`src/rtl/imdc_pkg.sv`:
```
// package: register map, field positions and reset values of the mask and config bank
package imdc_pkg;
  // register byte addresses (printed offsets are indices, not all multiples of four)
  localparam logic [7:0]  IDX_DATA_PATH_CONFIG   = 8'h0e;
  localparam logic [7:0]  IDX_INTERRUPT_ENABLE   = 8'h0f;
  localparam logic [11:0] ADDR_DATA_PATH_CONFIG  = {2'b00, IDX_DATA_PATH_CONFIG, 2'b00};
  localparam logic [11:0] ADDR_INTERRUPT_ENABLE  = {2'b00, IDX_INTERRUPT_ENABLE, 2'b00};
  localparam logic [11:0] ADDR_CAUSE_FLAGS       = 12'h0100;
  localparam logic [11:0] ADDR_DMA_VIEW          = 12'h0104;
  // interrupt cause bit positions
  localparam int BIT_RX_OK        = 0;
  localparam int BIT_TX_OK        = 1;
  localparam int BIT_RX_ERR       = 2;
  localparam int BIT_TX_ERR       = 3;
  localparam int BIT_RING_FULL    = 4;
  localparam int BIT_TALLY_OVF    = 5;
  localparam int BIT_HOST_XFER    = 6;
  localparam int BIT_RESERVED     = 7;
  // config field positions
  localparam int BIT_WORD_WIDTH   = 0;
  localparam int BIT_LANE_ORDER   = 1;
  localparam int BIT_WIDE_ADDR    = 2;
  // reset values and masks
  localparam logic [7:0]  MASK_RESET       = 8'h00;
  localparam logic [7:0]  CONFIG_RESET     = 8'h04;
  localparam logic [7:0]  CAUSE_VALID      = 8'h7f;
  localparam logic [31:0] ZERO_WORD        = 32'h0000_0000;
endpackage : imdc_pkg

```
`src/rtl/imdc_lane_mux.sv`:
```
// byte lane steering of the 16-bit data path under the config bits
`timescale 1ns/10ps
`default_nettype none
module imdc_lane_mux (
  input  wire logic        word_mode,   // word-wide transfers selected
  input  wire logic        lane_swap,   // lane order swap requested
  input  wire logic [15:0] data_in,     // ms byte in [15:8]
  output var  logic [15:0] data_out     // bus lanes
);
  always_comb begin
    if (word_mode && lane_swap) begin
      data_out = {data_in[7:0], data_in[15:8]};
    end else begin
      data_out = data_in;
    end
  end
endmodule : imdc_lane_mux
`default_nettype wire

```
`src/rtl/imdc_top.sv`:
```
// interrupt enable mask and data path config bank with APB slave
//
// Added by the designer: register access over APB.
`timescale 1ns/10ps
`default_nettype none
module imdc_top #(
  parameter int ADDR_W = 16                    // dma address width per channel
) (
  input  wire logic        CLK,                // 200 MHz clock
  input  wire logic        RST,                // async reset, active high
  input  wire logic        PSEL,               // apb select
  input  wire logic        PENABLE,            // apb access phase
  input  wire logic        PWRITE,             // apb direction
  input  wire logic [11:0] PADDR,              // apb byte address
  input  wire logic [31:0] PWDATA,             // apb write data
  output logic      [31:0] PRDATA,             // apb read data
  output logic             PREADY,             // apb ready
  output logic             PSLVERR,            // apb error
  input  wire logic [7:0]  CAUSE_FLAGS,        // interrupt_cause_flags from status
  input  wire logic [15:0] HOST_XFER_ADDR,     // host_xfer_start_addr contents
  input  wire logic [15:0] DMA_ADDR,           // dma byte/word address from engine
  input  wire logic [15:0] DMA_DATA,           // dma data, ms byte in [15:8]
  output logic             IRQ,                // interrupt, active high level
  output logic             WORD_WIDTH_SEL,     // word_width_sel
  output logic             LANE_ORDER_SEL,     // lane_order_sel
  output logic             WIDE_ADDR_SEL,      // wide_addr_sel
  output logic [15:0]      ADDR_LOW,           // dma address lines A0-A15
  output logic [15:0]      ADDR_HIGH,          // upper address lines A16-A31
  output logic [15:0]      DATA_LANES          // lane steered data AD15-AD0
);
  // ------------------------------------------------------------
  // register state
  // ------------------------------------------------------------
  logic [7:0]  interrupt_enable_mask;
  logic [7:0]  data_path_config;
  logic [15:0] lanes;
  logic        wr_en;
  logic        rd_en;
  logic        next_irq;

  function automatic logic hit(input logic [11:0] a);
    hit = (a == imdc_pkg::ADDR_DATA_PATH_CONFIG) || (a == imdc_pkg::ADDR_INTERRUPT_ENABLE)
       || (a == imdc_pkg::ADDR_CAUSE_FLAGS) || (a == imdc_pkg::ADDR_DMA_VIEW);
  endfunction : hit

  // access is taken in the first access cycle: pready rises the cycle after penable, one wait state per access
  assign wr_en = PSEL && PENABLE && PWRITE && !PREADY;
  assign rd_en = PSEL && PENABLE && !PWRITE && !PREADY;

  // ------------------------------------------------------------
  // apb handshake
  // ------------------------------------------------------------
  always_ff @(posedge CLK or posedge RST) begin
    if (RST) begin
      PREADY  <= 1'b0;
      PSLVERR <= 1'b0;
    end else begin
      PREADY  <= PSEL && PENABLE && !PREADY;
      PSLVERR <= PSEL && PENABLE && !PREADY && !hit(PADDR);
    end
  end

  // ------------------------------------------------------------
  // mask register
  // ------------------------------------------------------------
  always_ff @(posedge CLK or posedge RST) begin
    if (RST) begin
      interrupt_enable_mask <= imdc_pkg::MASK_RESET;
    end else if (wr_en && PADDR == imdc_pkg::ADDR_INTERRUPT_ENABLE) begin
      // reserved bit stored for readback only, never gates anything
      interrupt_enable_mask <= PWDATA[7:0];
    end
  end

  // ------------------------------------------------------------
  // data path config; the host orders this before byte counts
  // ------------------------------------------------------------
  always_ff @(posedge CLK or posedge RST) begin
    if (RST) begin
      data_path_config <= imdc_pkg::CONFIG_RESET;
    end else if (wr_en && PADDR == imdc_pkg::ADDR_DATA_PATH_CONFIG) begin
      data_path_config <= PWDATA[7:0];
    end
  end

  // ------------------------------------------------------------
  // read data; write-only registers are readable for diagnosis
  // ------------------------------------------------------------
  always_ff @(posedge CLK or posedge RST) begin
    if (RST) begin
      PRDATA <= imdc_pkg::ZERO_WORD;
    end else if (rd_en) begin
      case (PADDR)
        imdc_pkg::ADDR_INTERRUPT_ENABLE: PRDATA <= {24'h00_0000, interrupt_enable_mask};
        imdc_pkg::ADDR_DATA_PATH_CONFIG: PRDATA <= {24'h00_0000, data_path_config};
        imdc_pkg::ADDR_CAUSE_FLAGS:      PRDATA <= {23'h00_0000, IRQ, CAUSE_FLAGS};
        imdc_pkg::ADDR_DMA_VIEW:         PRDATA <= {ADDR_HIGH, ADDR_LOW};
        default:                         PRDATA <= imdc_pkg::ZERO_WORD;
      endcase
    end
  end

  // ------------------------------------------------------------
  // interrupt gating
  // ------------------------------------------------------------
  always_comb begin
    // bits 0..6 each gate the cause at the same position; bit 7 excluded
    next_irq = |(CAUSE_FLAGS & interrupt_enable_mask & imdc_pkg::CAUSE_VALID);
  end

  always_ff @(posedge CLK or posedge RST) begin
    if (RST) begin
      IRQ <= 1'b0;
    end else begin
      IRQ <= next_irq;
    end
  end

  // ------------------------------------------------------------
  // dma steering outputs
  // ------------------------------------------------------------
  imdc_lane_mux u_lane (
    .word_mode (data_path_config[imdc_pkg::BIT_WORD_WIDTH]),
    .lane_swap (data_path_config[imdc_pkg::BIT_LANE_ORDER]),
    .data_in   (DMA_DATA),
    .data_out  (lanes)
  );

  always_ff @(posedge CLK or posedge RST) begin
    if (RST) begin
      WORD_WIDTH_SEL <= 1'b0;
      LANE_ORDER_SEL <= 1'b0;
      WIDE_ADDR_SEL  <= 1'b1;
      ADDR_LOW       <= 16'h0000;
      ADDR_HIGH      <= 16'h0000;
      DATA_LANES     <= 16'h0000;
    end else begin
      WORD_WIDTH_SEL <= data_path_config[imdc_pkg::BIT_WORD_WIDTH];
      LANE_ORDER_SEL <= data_path_config[imdc_pkg::BIT_LANE_ORDER];
      WIDE_ADDR_SEL  <= data_path_config[imdc_pkg::BIT_WIDE_ADDR];
      // word mode: 32K words, bit 0 forced low
      if (data_path_config[imdc_pkg::BIT_WORD_WIDTH]) begin
        ADDR_LOW <= {DMA_ADDR[15:1], 1'b0};
      end else begin
        ADDR_LOW <= DMA_ADDR;
      end
      if (data_path_config[imdc_pkg::BIT_WIDE_ADDR]) begin
        ADDR_HIGH <= HOST_XFER_ADDR;
      end else begin
        ADDR_HIGH <= 16'h0000;
      end
      DATA_LANES <= lanes;
    end
  end
endmodule : imdc_top
`default_nettype wire

```
`config.mk`:
```
export PLATFORM = sky130hd
export DESIGN_NAME = imdc_top
export DESIGN_NICKNAME = d
export VERILOG_FILES = /design/src/rtl/imdc_pkg.sv /design/src/rtl/imdc_lane_mux.sv /design/src/rtl/imdc_top.sv
export SDC_FILE = /design/constraint.sdc
export NUM_CORES = 1
export LEC_CHECK = 0
export ABC_AREA = 1
export BUFFER_PORTS_ARGS = -buffer_cell sky130_fd_sc_hd__buf_2
export CORE_AREA = 2 2 90 101
export CTS_CLUSTER_SIZE = 24
export DETAILED_ROUTE_END_ITERATION = 10
export DIE_AREA = 0 0 92 103
export PLACE_DENSITY = 0.83
export SLEW_MARGIN = 25
export SYNTH_ARGS = -nofsm -noshare
export SYNTH_HDL_FRONTEND = slang
export SYNTH_SLANG_ARGS = --single-unit
```
`constraint.sdc`:
```
create_clock -name CLK -period 8 [get_ports CLK]
set_input_delay 0.8 -clock CLK [delete_from_list [all_inputs] [get_ports CLK]]
set_output_delay 0.8 -clock CLK [all_outputs]
set_load 0.01 [all_outputs]
```
==> results of run 1 <==
==> power groups by stage <==
stage | clock (mW) | sequential [mW] | combinational (mW)
6_report | 0.359 | 0.528 | 0.0642
5_1_grt | 0.391 | 0.529 | 0.0716
4_1_cts | 0.368 | 0.528 | 0.0652
3_5_place_dp | 0 | 0.539 | 0.0648
3_3_place_gp | 0 | 0.538 | 0.0626
2_1_floorplan | 0 | 0.543 | 0.0243
==> flip-flops by register name, summed over array words and instances, names as in the netlist <==
signal	count
ADDR_HIGH	16
ADDR_LOW	16
DATA_LANES	16
IRQ	1
LANE_ORDER_SEL	1
PRDATA	32
PREADY	1
PSLVERR	1
WIDE_ADDR_SEL	1
WORD_WIDTH_SEL	1
data_path_config	8
interrupt_enable_mask	8
==> synth_stat cells, types with 2 or more instances <==
cell type    n  area (µm²)
a21oi_1      8        40.0
buf_6        6        67.6
clkbuf_1     8        30.0
clkbuf_2     2        10.0
dfrtp_1    100        2500
dfstp_2      2        52.6
inv_1       42         158
nand2_1    139         522
nand2_2      3        18.8
nand3_1     34         170
nand3_2      2        20.0
nor2_1      13        48.8
nor2_2       4        25.0
nor2_4       6        67.6
o21ai_0     27         135
o21ai_1     20         100
o21ai_2      8        70.1
==> routing by layer <==
layer / share of wire / vias to the layer above
met4: 0.024 / 0
met3: 0.055 / 19
met1: 0.42 / 1551
li1: - / 1685
met2: 0.50 / 141
met5: 0 / -
==> layout make-up <==
cell class | count | area (µm²)
clock buffers | 10 | 128
inverters | 42 | 160
clock inverters | 6 | 93.8
multi-input cells | 271 | 1280
fillers | 753 | 3360
flip-flops and latches | 102 | 2550
repair buffers | 167 | 838
well taps | 114 | 143
==> worst max path at each step <==
stage	start	endpoint	slack, ns	cells past startpoint
6_report	PSEL	PRDATA[22]	5.60	7
5_1_grt	PSEL	PRDATA[10]	5.38	7
4_1_cts	PSEL	PRDATA[10]	5.19	7
3_5_place_dp	PSEL	PRDATA[10]	4.79	7
3_3_place_gp	PSEL	PRDATA[11]	4.94	7
2_1_floorplan	RST	ADDR_HIGH[0]	4.53	1
==> through the flow <==
step | util | power [mW] | area, µm² | hold slack (ns)
detailed placement | 0.582 | 0.603 | 4980 | 0.431
global placement | 0.582 | 0.601 | 4980 | 0.440
global route | 0.608 | 0.992 | 5200 | 0.474
CTS | 0.607 | 0.962 | 5200 | 0.450
floorplan | - | 0.567 | 4110 | 0.353
finish | 0.608 | 0.952 | 5200 | 0.454
==> kinds of logic after synthesis <==
family	after synthesis	share of synthesized area
AND/OR/NAND/NOR	207	0.225
flip-flops	102	0.621
AO/OA/AOI/OAI	64	0.0861
buffers and inverters	60	0.0675
==> worst max-delay path, stage by stage <==
cell     delay, ns
buf_2         0.08
nand2_1       0.06
nor2_2        0.13
nand2_2       0.38
inv_1         0.87
nand2_1       0.10
o21ai_0       0.23
==> key figures, run 1 <==
Synthesis
  – Cell count after synthesis: 433
  – Post-synth net total: 538
  – Synthesized area: 4110 µm²
  – Ys flop type: dfrtp_1
  – #FFs+latches synth: 102
  – Syn_area_per_cell: 9.50 µm²
  – Yosys warning total: 0
  – Synth cell types: 26
  – Share of flip-flops with an asynchronous set or reset: 1.00
  – Post-synth EDFFs: 0
  – Seq/Total Area, Yosys: 0.621

Critical path
  – Worst endpoint required time: 8.28 ns
  – Cells on worst reg2reg path: 5
  – CP Capture Type: flop
  – Reg2reg end: PRDATA[22]
  – Critical path startpoint category: input port
  – Worst setup path class: in2reg
  – R2R Path Start: PREADY
  – WP data arrival: 2.67 ns
  – Reg2reg setup slack: 5.77 ns
  – Critical path peak fanout: 33

Final layout
  – Commonest cells after routing, fill and taps aside: 166 x buf_2, 138 x nand2_1, 100 x dfrtp_1
  – Nets: 698
  – Most common cell after layout, fill and taps aside: buf_2
  – Layout cell share with drive strength beyond 1: 0.355
  – Antenna Cells: 0
  – Fin cells: 712
  – Area delta synth->final: 26.4%

CTS
  – Cts bufs inserted: 9
  – Max Root-Sink Buffers: 2
  – H-tree Lvls: 3
  – CTS tree: done
  – Total clock sinks: 102
  – Post-CTS sizing: 0
  – Root Buffer: clkbuf_8
  – Post-CTS setup buffers: 0
  – CTS clk-pin slew, worst paths: 0.10 ns
  – Hold_buf cts: 0
  – Skew-Pair Late Insertion Delay: 0.36 ns

STA
  – Slew Limit Fails: 0
  – Final Cycle Share: 0.299
  – Fmax: 417 MHz
  – Final hold viol count: 0
  – Slew HR: 0.358
  – Final worst slack: 5.60 ns
  – Setup TNS: 0 ns
  – Crit path time final: 2.40 ns
  – Clock skew: 0.00574 ns
  – RSZ-0062 raised after global routing: no
  – Worst slew pin tran: 0.962 ns
  – # setup viols final: 0

Power
  – Logic pwr share: 0.067
  – Switching share of total power: 0.234
  – PwrDens: 183 nW/µm²
  – Peak supply drop: 0.0855 mV
  – Clock share of power: 0.377
  – Lkg Pwr: 2.98 nW
  – Sequential Power Share: 0.555
  – Internal: 0.729 mW
  – P_sw: 0.223 mW

Drt
  – DRT iter0 DRCs: 107
  – Vias per std cell: 4.77
  – Post-DR wirelength/cell: 13.9 µm
  – WL final: 9860 µm
  – Vias: 3396
  – First-pass DRT Iterations: 4
  – DRT antenna net count: 0
  – Residual DRC count: 0

Placement
  – Worst slack, placed: 4.79 ns
  – Final weighted congestion in routability-driven placement: 0.807
  – Cell total after placement: 696
  – DP HPWL: 7160 µm
  – IO Port Bufs: 166

Global routing
  – Initial antenna violation count: 0
  – Global-route wire length before repair: 15000 µm
  – GRT busiest layer: met2
  – Grt met2 use: 0.343
  – Largest net degree at the start of global routing: 65
  – Met3 GRT Util: 0.0329
  – M1 GR Usage: 0.267
  – Vias in the first global route: 3131
  – All-Layer GR Usage: 0.206
  – Total grt overflow: 0

Worst hold path
  – Worst hold path cell count: 1
  – Hold endpoint: PREADY
  – Hold path startpoint: PREADY
  – Hold crit path type: reg2reg

Die
  – Full die area: 9480 µm²
  – Core area: 8560 µm²
  – Initial core utilization: 0.481
  – Die X: 92 µm
  – IO Pins: 191
  – Die Y: 103 µm
  – Rows: 36

Job
  – Max-Cap Viols: 0

Status
  – Outcome: complete, no violations
No activity file was read; power rests on OpenSTA's default activity.
==> run 2: changes to the inputs <==
--- a/config.mk
+++ b/config.mk
@@ -7,11 +7,11 @@
 export LEC_CHECK = 0
 export ABC_AREA = 1
 export BUFFER_PORTS_ARGS = -buffer_cell sky130_fd_sc_hd__buf_2
-export CORE_AREA = 2 2 90 101
+export CORE_AREA = 2 2 98 109
 export CTS_CLUSTER_SIZE = 24
 export DETAILED_ROUTE_END_ITERATION = 10
-export DIE_AREA = 0 0 92 103
-export PLACE_DENSITY = 0.83
+export DIE_AREA = 0 0 100 111
+export PLACE_DENSITY = 0.75
 export SLEW_MARGIN = 25
 export SYNTH_ARGS = -nofsm -noshare
 export SYNTH_HDL_FRONTEND = slang
==> constraint.sdc (replaced) <==
create_clock -name CLK -period 2.1 [get_ports CLK]
set_input_delay 0.21 -clock CLK [delete_from_list [all_inputs] [get_ports CLK]]
set_output_delay 0.21 -clock CLK [all_outputs]
set_load 0.01 [all_outputs]
==> key figures, run 2 (synthesis gave the netlist of run 1 again) <==
Status
  – Outcome: complete, no violations

Critical path
  – Slowest CP cell: dfrtp_1
  – Critical path peak fanout: 16 (-52%)
  – Critical path startpoint category: flop
  – CP max stage delay: 0.39 ns (-0.48 ns)
  – Worst-path cell chain: nor2_2 > inv_1 > nor2_2 > nand3_2 > nand2_1 > o21ai_1
  – Most used cell, CP: nor2_2
  – WP data arrival: 1.70 ns (-0.97 ns)
  – CP Capture Type: flop
  – Cells on worst reg2reg path: 6 (+1)
  – Worst endpoint required time: 2.32 ns (-5.96 ns)
  – Worst setup path class: reg2reg

Final layout
  – Fin cells: 741 (+4.1%)
  – Most flop-heavy register: PRDATA
  – FILL cells: 980 (+30%)
  – Layout Utilization: 0.539 (-0.0687)
  – Layout cell share with drive strength beyond 1: 0.351 (-0.00338)
  – Nets: 719 (+3.0%)
  – Max FFs per register: 32 (unchanged)
  – Antenna Cells: 0 (unchanged)
  – Area delta synth->final: 33.0%
  – Most common cell after layout, fill and taps aside: buf_2
  – Commonest cells after routing, fill and taps aside: 166 x buf_2, 139 x nand2_1, 100 x dfrtp_1
  – Post-route design area: 5470 µm² (+5.2%)

Die
  – Full die area: 11100 µm² (+17%)
  – Die X: 100 µm (+8.7%)
  – Die Y: 111 µm (+7.8%)
  – Core area: 10100 µm² (+19%)
  – Rows: 39 (+8.3%)
  – IO Pins: 191 (unchanged)
  – Initial core utilization: 0.405 (-0.0754)

CTS
  – CTS clk-pin slew, worst paths: 0.07 ns (-0.03 ns)
  – H-tree Lvls: 3 (unchanged)
  – Post-CTS setup buffers: 0 (unchanged)
  – Root Buffer: clkbuf_16
  – Total clock sinks: 102 (unchanged)
  – Cts bufs inserted: 9 (unchanged)
  – Skew-Pair Late Insertion Delay: 0.33 ns (-0.03 ns)
  – Max Root-Sink Buffers: 2 (unchanged)
  – CTS tree: done

Job
  – Max-Cap Viols: 0 (unchanged)

Placement
  – Final weighted congestion in routability-driven placement: 0.851 (+5.5%)
  – Cell total after placement: 711 (+2.2%)
  – DP HPWL: 7340 µm (+2.5%)
  – IO Port Bufs: 166 (unchanged)
  – Worst slack, placed: 0.587 ns (-4.21 ns)
  – Placement Cell Area: 5050 µm² (+1.4%)

STA
  – Worst slew pin tran: 0.748 ns (-0.214 ns)
  – Slew HR: 0.501 (+0.143)
  – Clock skew: 0.00363 ns (-0.00211 ns)
  – Slew Limit Fails: 0 (unchanged)
  – # setup viols final: 0 (unchanged)
  – Worst hold margin: 0.0390 ns (-0.415 ns)
  – Final Cycle Share: 0.705
  – RSZ-0062 raised after global routing: no
  – Crit path time final: 1.48 ns
  – Final worst slack: 0.619 ns (-4.98 ns)
  – Fmax: 675 MHz
  – Final hold viol count: 0 (unchanged)
  – Setup TNS: 0 ns (unchanged)

Global routing
  – Initial antenna violation count: 0 (unchanged)
  – Vias in the first global route: 3401 (+8.6%)
  – All-Layer GR Usage: 0.185 (-0.0205)
  – Total grt overflow: 0 (unchanged)
  – Global-route wire length before repair: 16300 µm (+8.2%)
  – Largest net degree at the start of global routing: 62 (-4.6%)

Power
  – P_sw: 0.873 mW (+290%)
  – Peak supply drop: 0.371 mV (+330%)
  – Logic pwr share: 0.071 (+0.004)
  – Final Power: 3.82 mW (+300%)
  – Sequential Power Share: 0.527 (-0.028)
  – Switching share of total power: 0.228 (-0.00580)
  – Lkg Pwr: 3.09 nW (+3.8%)
  – Clock share of power: 0.401 (+0.024)
  – PwrDens: 699 nW/µm² (+280%)
  – Internal: 2.95 mW (+300%)

Drt
  – Residual DRC count: 0 (unchanged)
  – Vias: 3510 (+3.4%)
  – DRT iter0 DRCs: 154 (+44%)
  – Post-DR wirelength/cell: 13.6 µm (-1.8%)
  – DRT antenna net count: 0 (unchanged)
  – First-pass DRT Iterations: 4 (unchanged)
  – WL final: 10100 µm (+2.2%)
  – Vias per std cell: 4.74 (-0.69%)

Worst hold path
  – Hold crit path type: in2async
## run 2: cell types whose count changed in the layout (fill, tap and decap cells not counted), sizes merged
cell	before	now
buf	167	173
bufinv	2	0
clkinv	2	3
clkinvlp	0	2
dlygate4sd3	0	15
inv	44	42
## run 2: power by group through the flow
stage               Clock [mW]  Combinational, mW  Sequential (mW)
floorplan                    0             0.0931             2.07
global placement             0              0.248             2.05
detailed placement           0              0.254             2.05
CTS                       1.58              0.277             2.02
global route              1.67              0.304             2.02
finish                    1.53              0.273             2.02
## run 2: timing repair
item                                   4_1_cts  5_1_grt
hold buffers                                15        0
resized for setup                            0        0
endpoints found under the hold margin       15        0
## run 2: layer usage
metal | vias up | share of wire | global-route usage
met2 | 128 | 0.47 | 0.292
met5 | - | 0 | 0
met3 | 21 | 0.052 | 0.0322
met4 | 0 | 0.027 | 0.0813
met1 | 1636 | 0.45 | 0.250
li1 | 1725 | - | -
## run 2: worst max-delay path, delay by kind of cell (launching register included)
kind            cells  cell delay, ns
flops               1            0.39
simple gates        4            0.83
buf+inv             1            0.08
compound gates      1            0.07
## run 2: final cells by class
type,count,area (µm²),share of cell area
Inverter,42,161,0.0295
Sequential cell,102,2550,0.467
Clock inverter,5,35.0,0.00640
Multi-Input combinational cell,271,1280,0.234
Clock buffer,10,239,0.0437
Timing Repair Buffer,188,1050,0.191
Tap cell,123,154,0.0281
## run 2: path summary, 6_finish.rpt
check / start / slack, ns / endpoint
min reg2reg: data_path_config[1] / 0.45 / LANE_ORDER_SEL
max: PREADY / 0.62 / interrupt_enable_mask[1]
max reg2reg: PREADY / 0.62 / interrupt_enable_mask[1]
min in group CLK: HOST_XFER_ADDR[4] / 0.06 / ADDR_HIGH[4]
max in group asynchronous: RST / 1.48 / DATA_LANES[12]
min: RST / 0.04 / PRDATA[8]
==> run 3: changes to the inputs <==
==> constraint.sdc (replaced) <==
create_clock -name CLK -period 1.2 [get_ports CLK]
set_input_delay 0.12 -clock CLK [delete_from_list [all_inputs] [get_ports CLK]]
set_output_delay 0.12 -clock CLK [all_outputs]
set_load 0.01 [all_outputs]
==> key figures, run 3 (synthesis gave the netlist of run 1 again) <==
CTS
  – CTS tree: done
  – Total clock sinks: 102 (unchanged)
  – Skew-Pair Late Insertion Delay: 0.34 ns (about the same)
  – Max Root-Sink Buffers: 2 (unchanged)
  – Root Buffer: clkbuf_16
  – H-tree Lvls: 3 (unchanged)
  – Cts bufs inserted: 9 (unchanged)
  – CTS clk-pin slew, worst paths: 0.07 ns (about the same)

STA
  – RSZ-0062 raised after global routing: yes
  – # setup viols final: 21 (+21)
  – Slew Limit Fails: 0 (unchanged)
  – Slew HR: 0.729 (+0.227)
  – Final Cycle Share: 1.03 (+0.325)
  – Final worst slack: -0.0359 ns (-0.655 ns)
  – Clock skew: 0.00544 ns (+0.00181 ns)
  – Crit path time final: 1.24 ns (-0.245 ns)
  – Worst hold margin: 0.0185 ns (-0.0205 ns)
  – Worst slew pin tran: 0.406 ns (-0.342 ns)
  – Final hold viol count: 0 (unchanged)
  – Setup TNS: -0.308 ns (-0.308 ns)
  – Fmax: 809 MHz (+20%)

Final layout
  – Area delta synth->final: 47.3%
  – Layout Utilization: 0.597 (+0.0581)
  – Max FFs per register: 32 (unchanged)
  – Nets: 762 (+6.0%)
  – Post-route design area: 6060 µm² (+11%)
  – Layout cell share with drive strength beyond 1: 0.373 (+0.0220)
  – Fin cells: 785 (+5.9%)
  – Most flop-heavy register: PRDATA
  – Most common cell after layout, fill and taps aside: buf_2
  – Commonest cells after routing, fill and taps aside: 166 x buf_2, 135 x nand2_1, 100 x dfrtp_1
  – Antenna Cells: 0 (unchanged)

Global routing
  – Vias in the first global route: 3729 (+9.6%)
  – Total grt overflow: 0 (unchanged)
  – Largest net degree at the start of global routing: 37 (-40%)
  – Initial antenna violation count: 0 (unchanged)
  – All-Layer GR Usage: 0.200 (+0.0154)
  – Global-route wire length before repair: 17600 µm (+8.0%)

Drt
  – First-pass DRT Iterations: 6 (+2)
  – Post-DR wirelength/cell: 14.0 µm (+2.7%)
  – Residual DRC count: 0 (unchanged)
  – WL final: 11000 µm (+8.8%)
  – Vias per std cell: 4.70 (-0.85%)
  – DRT iter0 DRCs: 194 (+26%)
  – DRT antenna net count: 0 (unchanged)
  – Vias: 3687 (+5.0%)

Critical path
  – Critical path startpoint category: flop
  – Worst setup path class: reg2reg
  – Critical path peak fanout: 8 (-8)
  – Worst endpoint required time: 1.43 ns (-0.89 ns)
  – Reg2reg setup slack: -0.04 ns (-0.66 ns)
  – CP Capture Type: flop
  – WP data arrival: 1.47 ns (-0.23 ns)

Status
  – Failing checks: negative setup slack
  – Outcome: finished, violations left

Placement
  – Worst slack, placed: -0.160 ns (-0.746 ns)
  – Cell total after placement: 726 (+2.1%)
  – Final weighted congestion in routability-driven placement: 0.866 (+1.8%)
  – IO Port Bufs: 166 (unchanged)
  – Placement Cell Area: 5240 µm² (+3.7%)
  – DP HPWL: 7540 µm (+2.8%)

Power
  – Clock share of power: 0.418 (+0.017)
  – Peak supply drop: 0.850 mV (+130%)
  – Internal: 5.44 mW (+84%)
  – Switching share of total power: 0.232 (+0.00344)
  – Lkg Pwr: 3.34 nW (+7.8%)
  – Logic pwr share: 0.085 (+0.014)
  – Sequential Power Share: 0.497 (-0.030)
  – Final Power: 7.08 mW (+85%)
  – PwrDens: 1170 nW/µm² (+67%)
  – P_sw: 1.64 mW (+88%)

Die
  – Core area: 10100 µm² (unchanged)
  – Die X: 100 µm (unchanged)
  – Initial core utilization: 0.405 (unchanged)
  – Die Y: 111 µm (unchanged)
  – Rows: 39 (unchanged)
  – Full die area: 11100 µm² (unchanged)
  – IO Pins: 191 (unchanged)

Job
  – Max-Cap Viols: 0 (unchanged)

Worst hold path
  – Hold crit path type: in2reg
[run 3: cell types whose count changed in the layout (fill, tap and decap cells not counted), sizes merged]
cell / before / now
nand3: 37 / 39
clkinv: 3 / 2
dlygate4sd3: 15 / 38
clkbuf: 10 / 11
bufinv: 0 / 1
buf: 173 / 189
inv: 42 / 44
[run 3: power groups by stage]
stage,Combinational [mW],Sequential [mW],Clock [mW]
floorplan,0.167,3.62,0
global placement,0.468,3.59,0
detailed placement,0.478,3.59,0
CTS,0.585,3.52,3.04
global route,0.662,3.53,3.16
finish,0.602,3.52,2.96
[run 3: metal layers]
metal / global-route usage / vias up / wire (µm)
li1: - / 1826 / -
met1: 0.255 / 1706 / 4600
met2: 0.335 / 132 / 5530
met3: 0.0277 / 23 / 520
met4: 0.0968 / 0 / 325
met5: 0 / - / 0
[run 3: worst paths after layout]
check,startpoint,end,cells after the start
min in group asynchronous,RST,PRDATA[4],3
worst max register to register,PREADY,data_path_config[5],7
worst min-delay path,DMA_DATA[5],DATA_LANES[5],3
worst max-delay path,PREADY,data_path_config[5],7
worst min register to register,PREADY,PREADY,1
max in group asynchronous,RST,data_path_config[2],4
[run 3: worst max-delay path: stages, from the launching register on]
cell and delay (ns):
dfrtp_1 0.41, nor2_4 0.12, inv_2 0.06, nor2_4 0.10, buf_12 0.14, nand3_4 0.14, nand2_1 0.12, o21ai_2 0.05
[run 3: layout make-up]
| type | instances | area (µm²) |
|---|---|---|
| clock buffer | 9 | 225 |
| inverter | 42 | 164 |
| timing repair buffer | 229 | 1530 |
| tap | 123 | 154 |
| sequential | 102 | 2550 |
| fill | 878 | 4090 |
| multi-input combinational | 273 | 1360 |
| clock inverter | 7 | 80.1 |
[run 3: timing repair]
item                                    4_1_cts  5_1_grt
endpoints found under the setup margin       35       49
pin swaps                                     3        2
cloned                                        2        2
resized for setup                            14       14
endpoints found under the hold margin        49        0
hold buffers                                 38        0
setup buffers                                 1        0
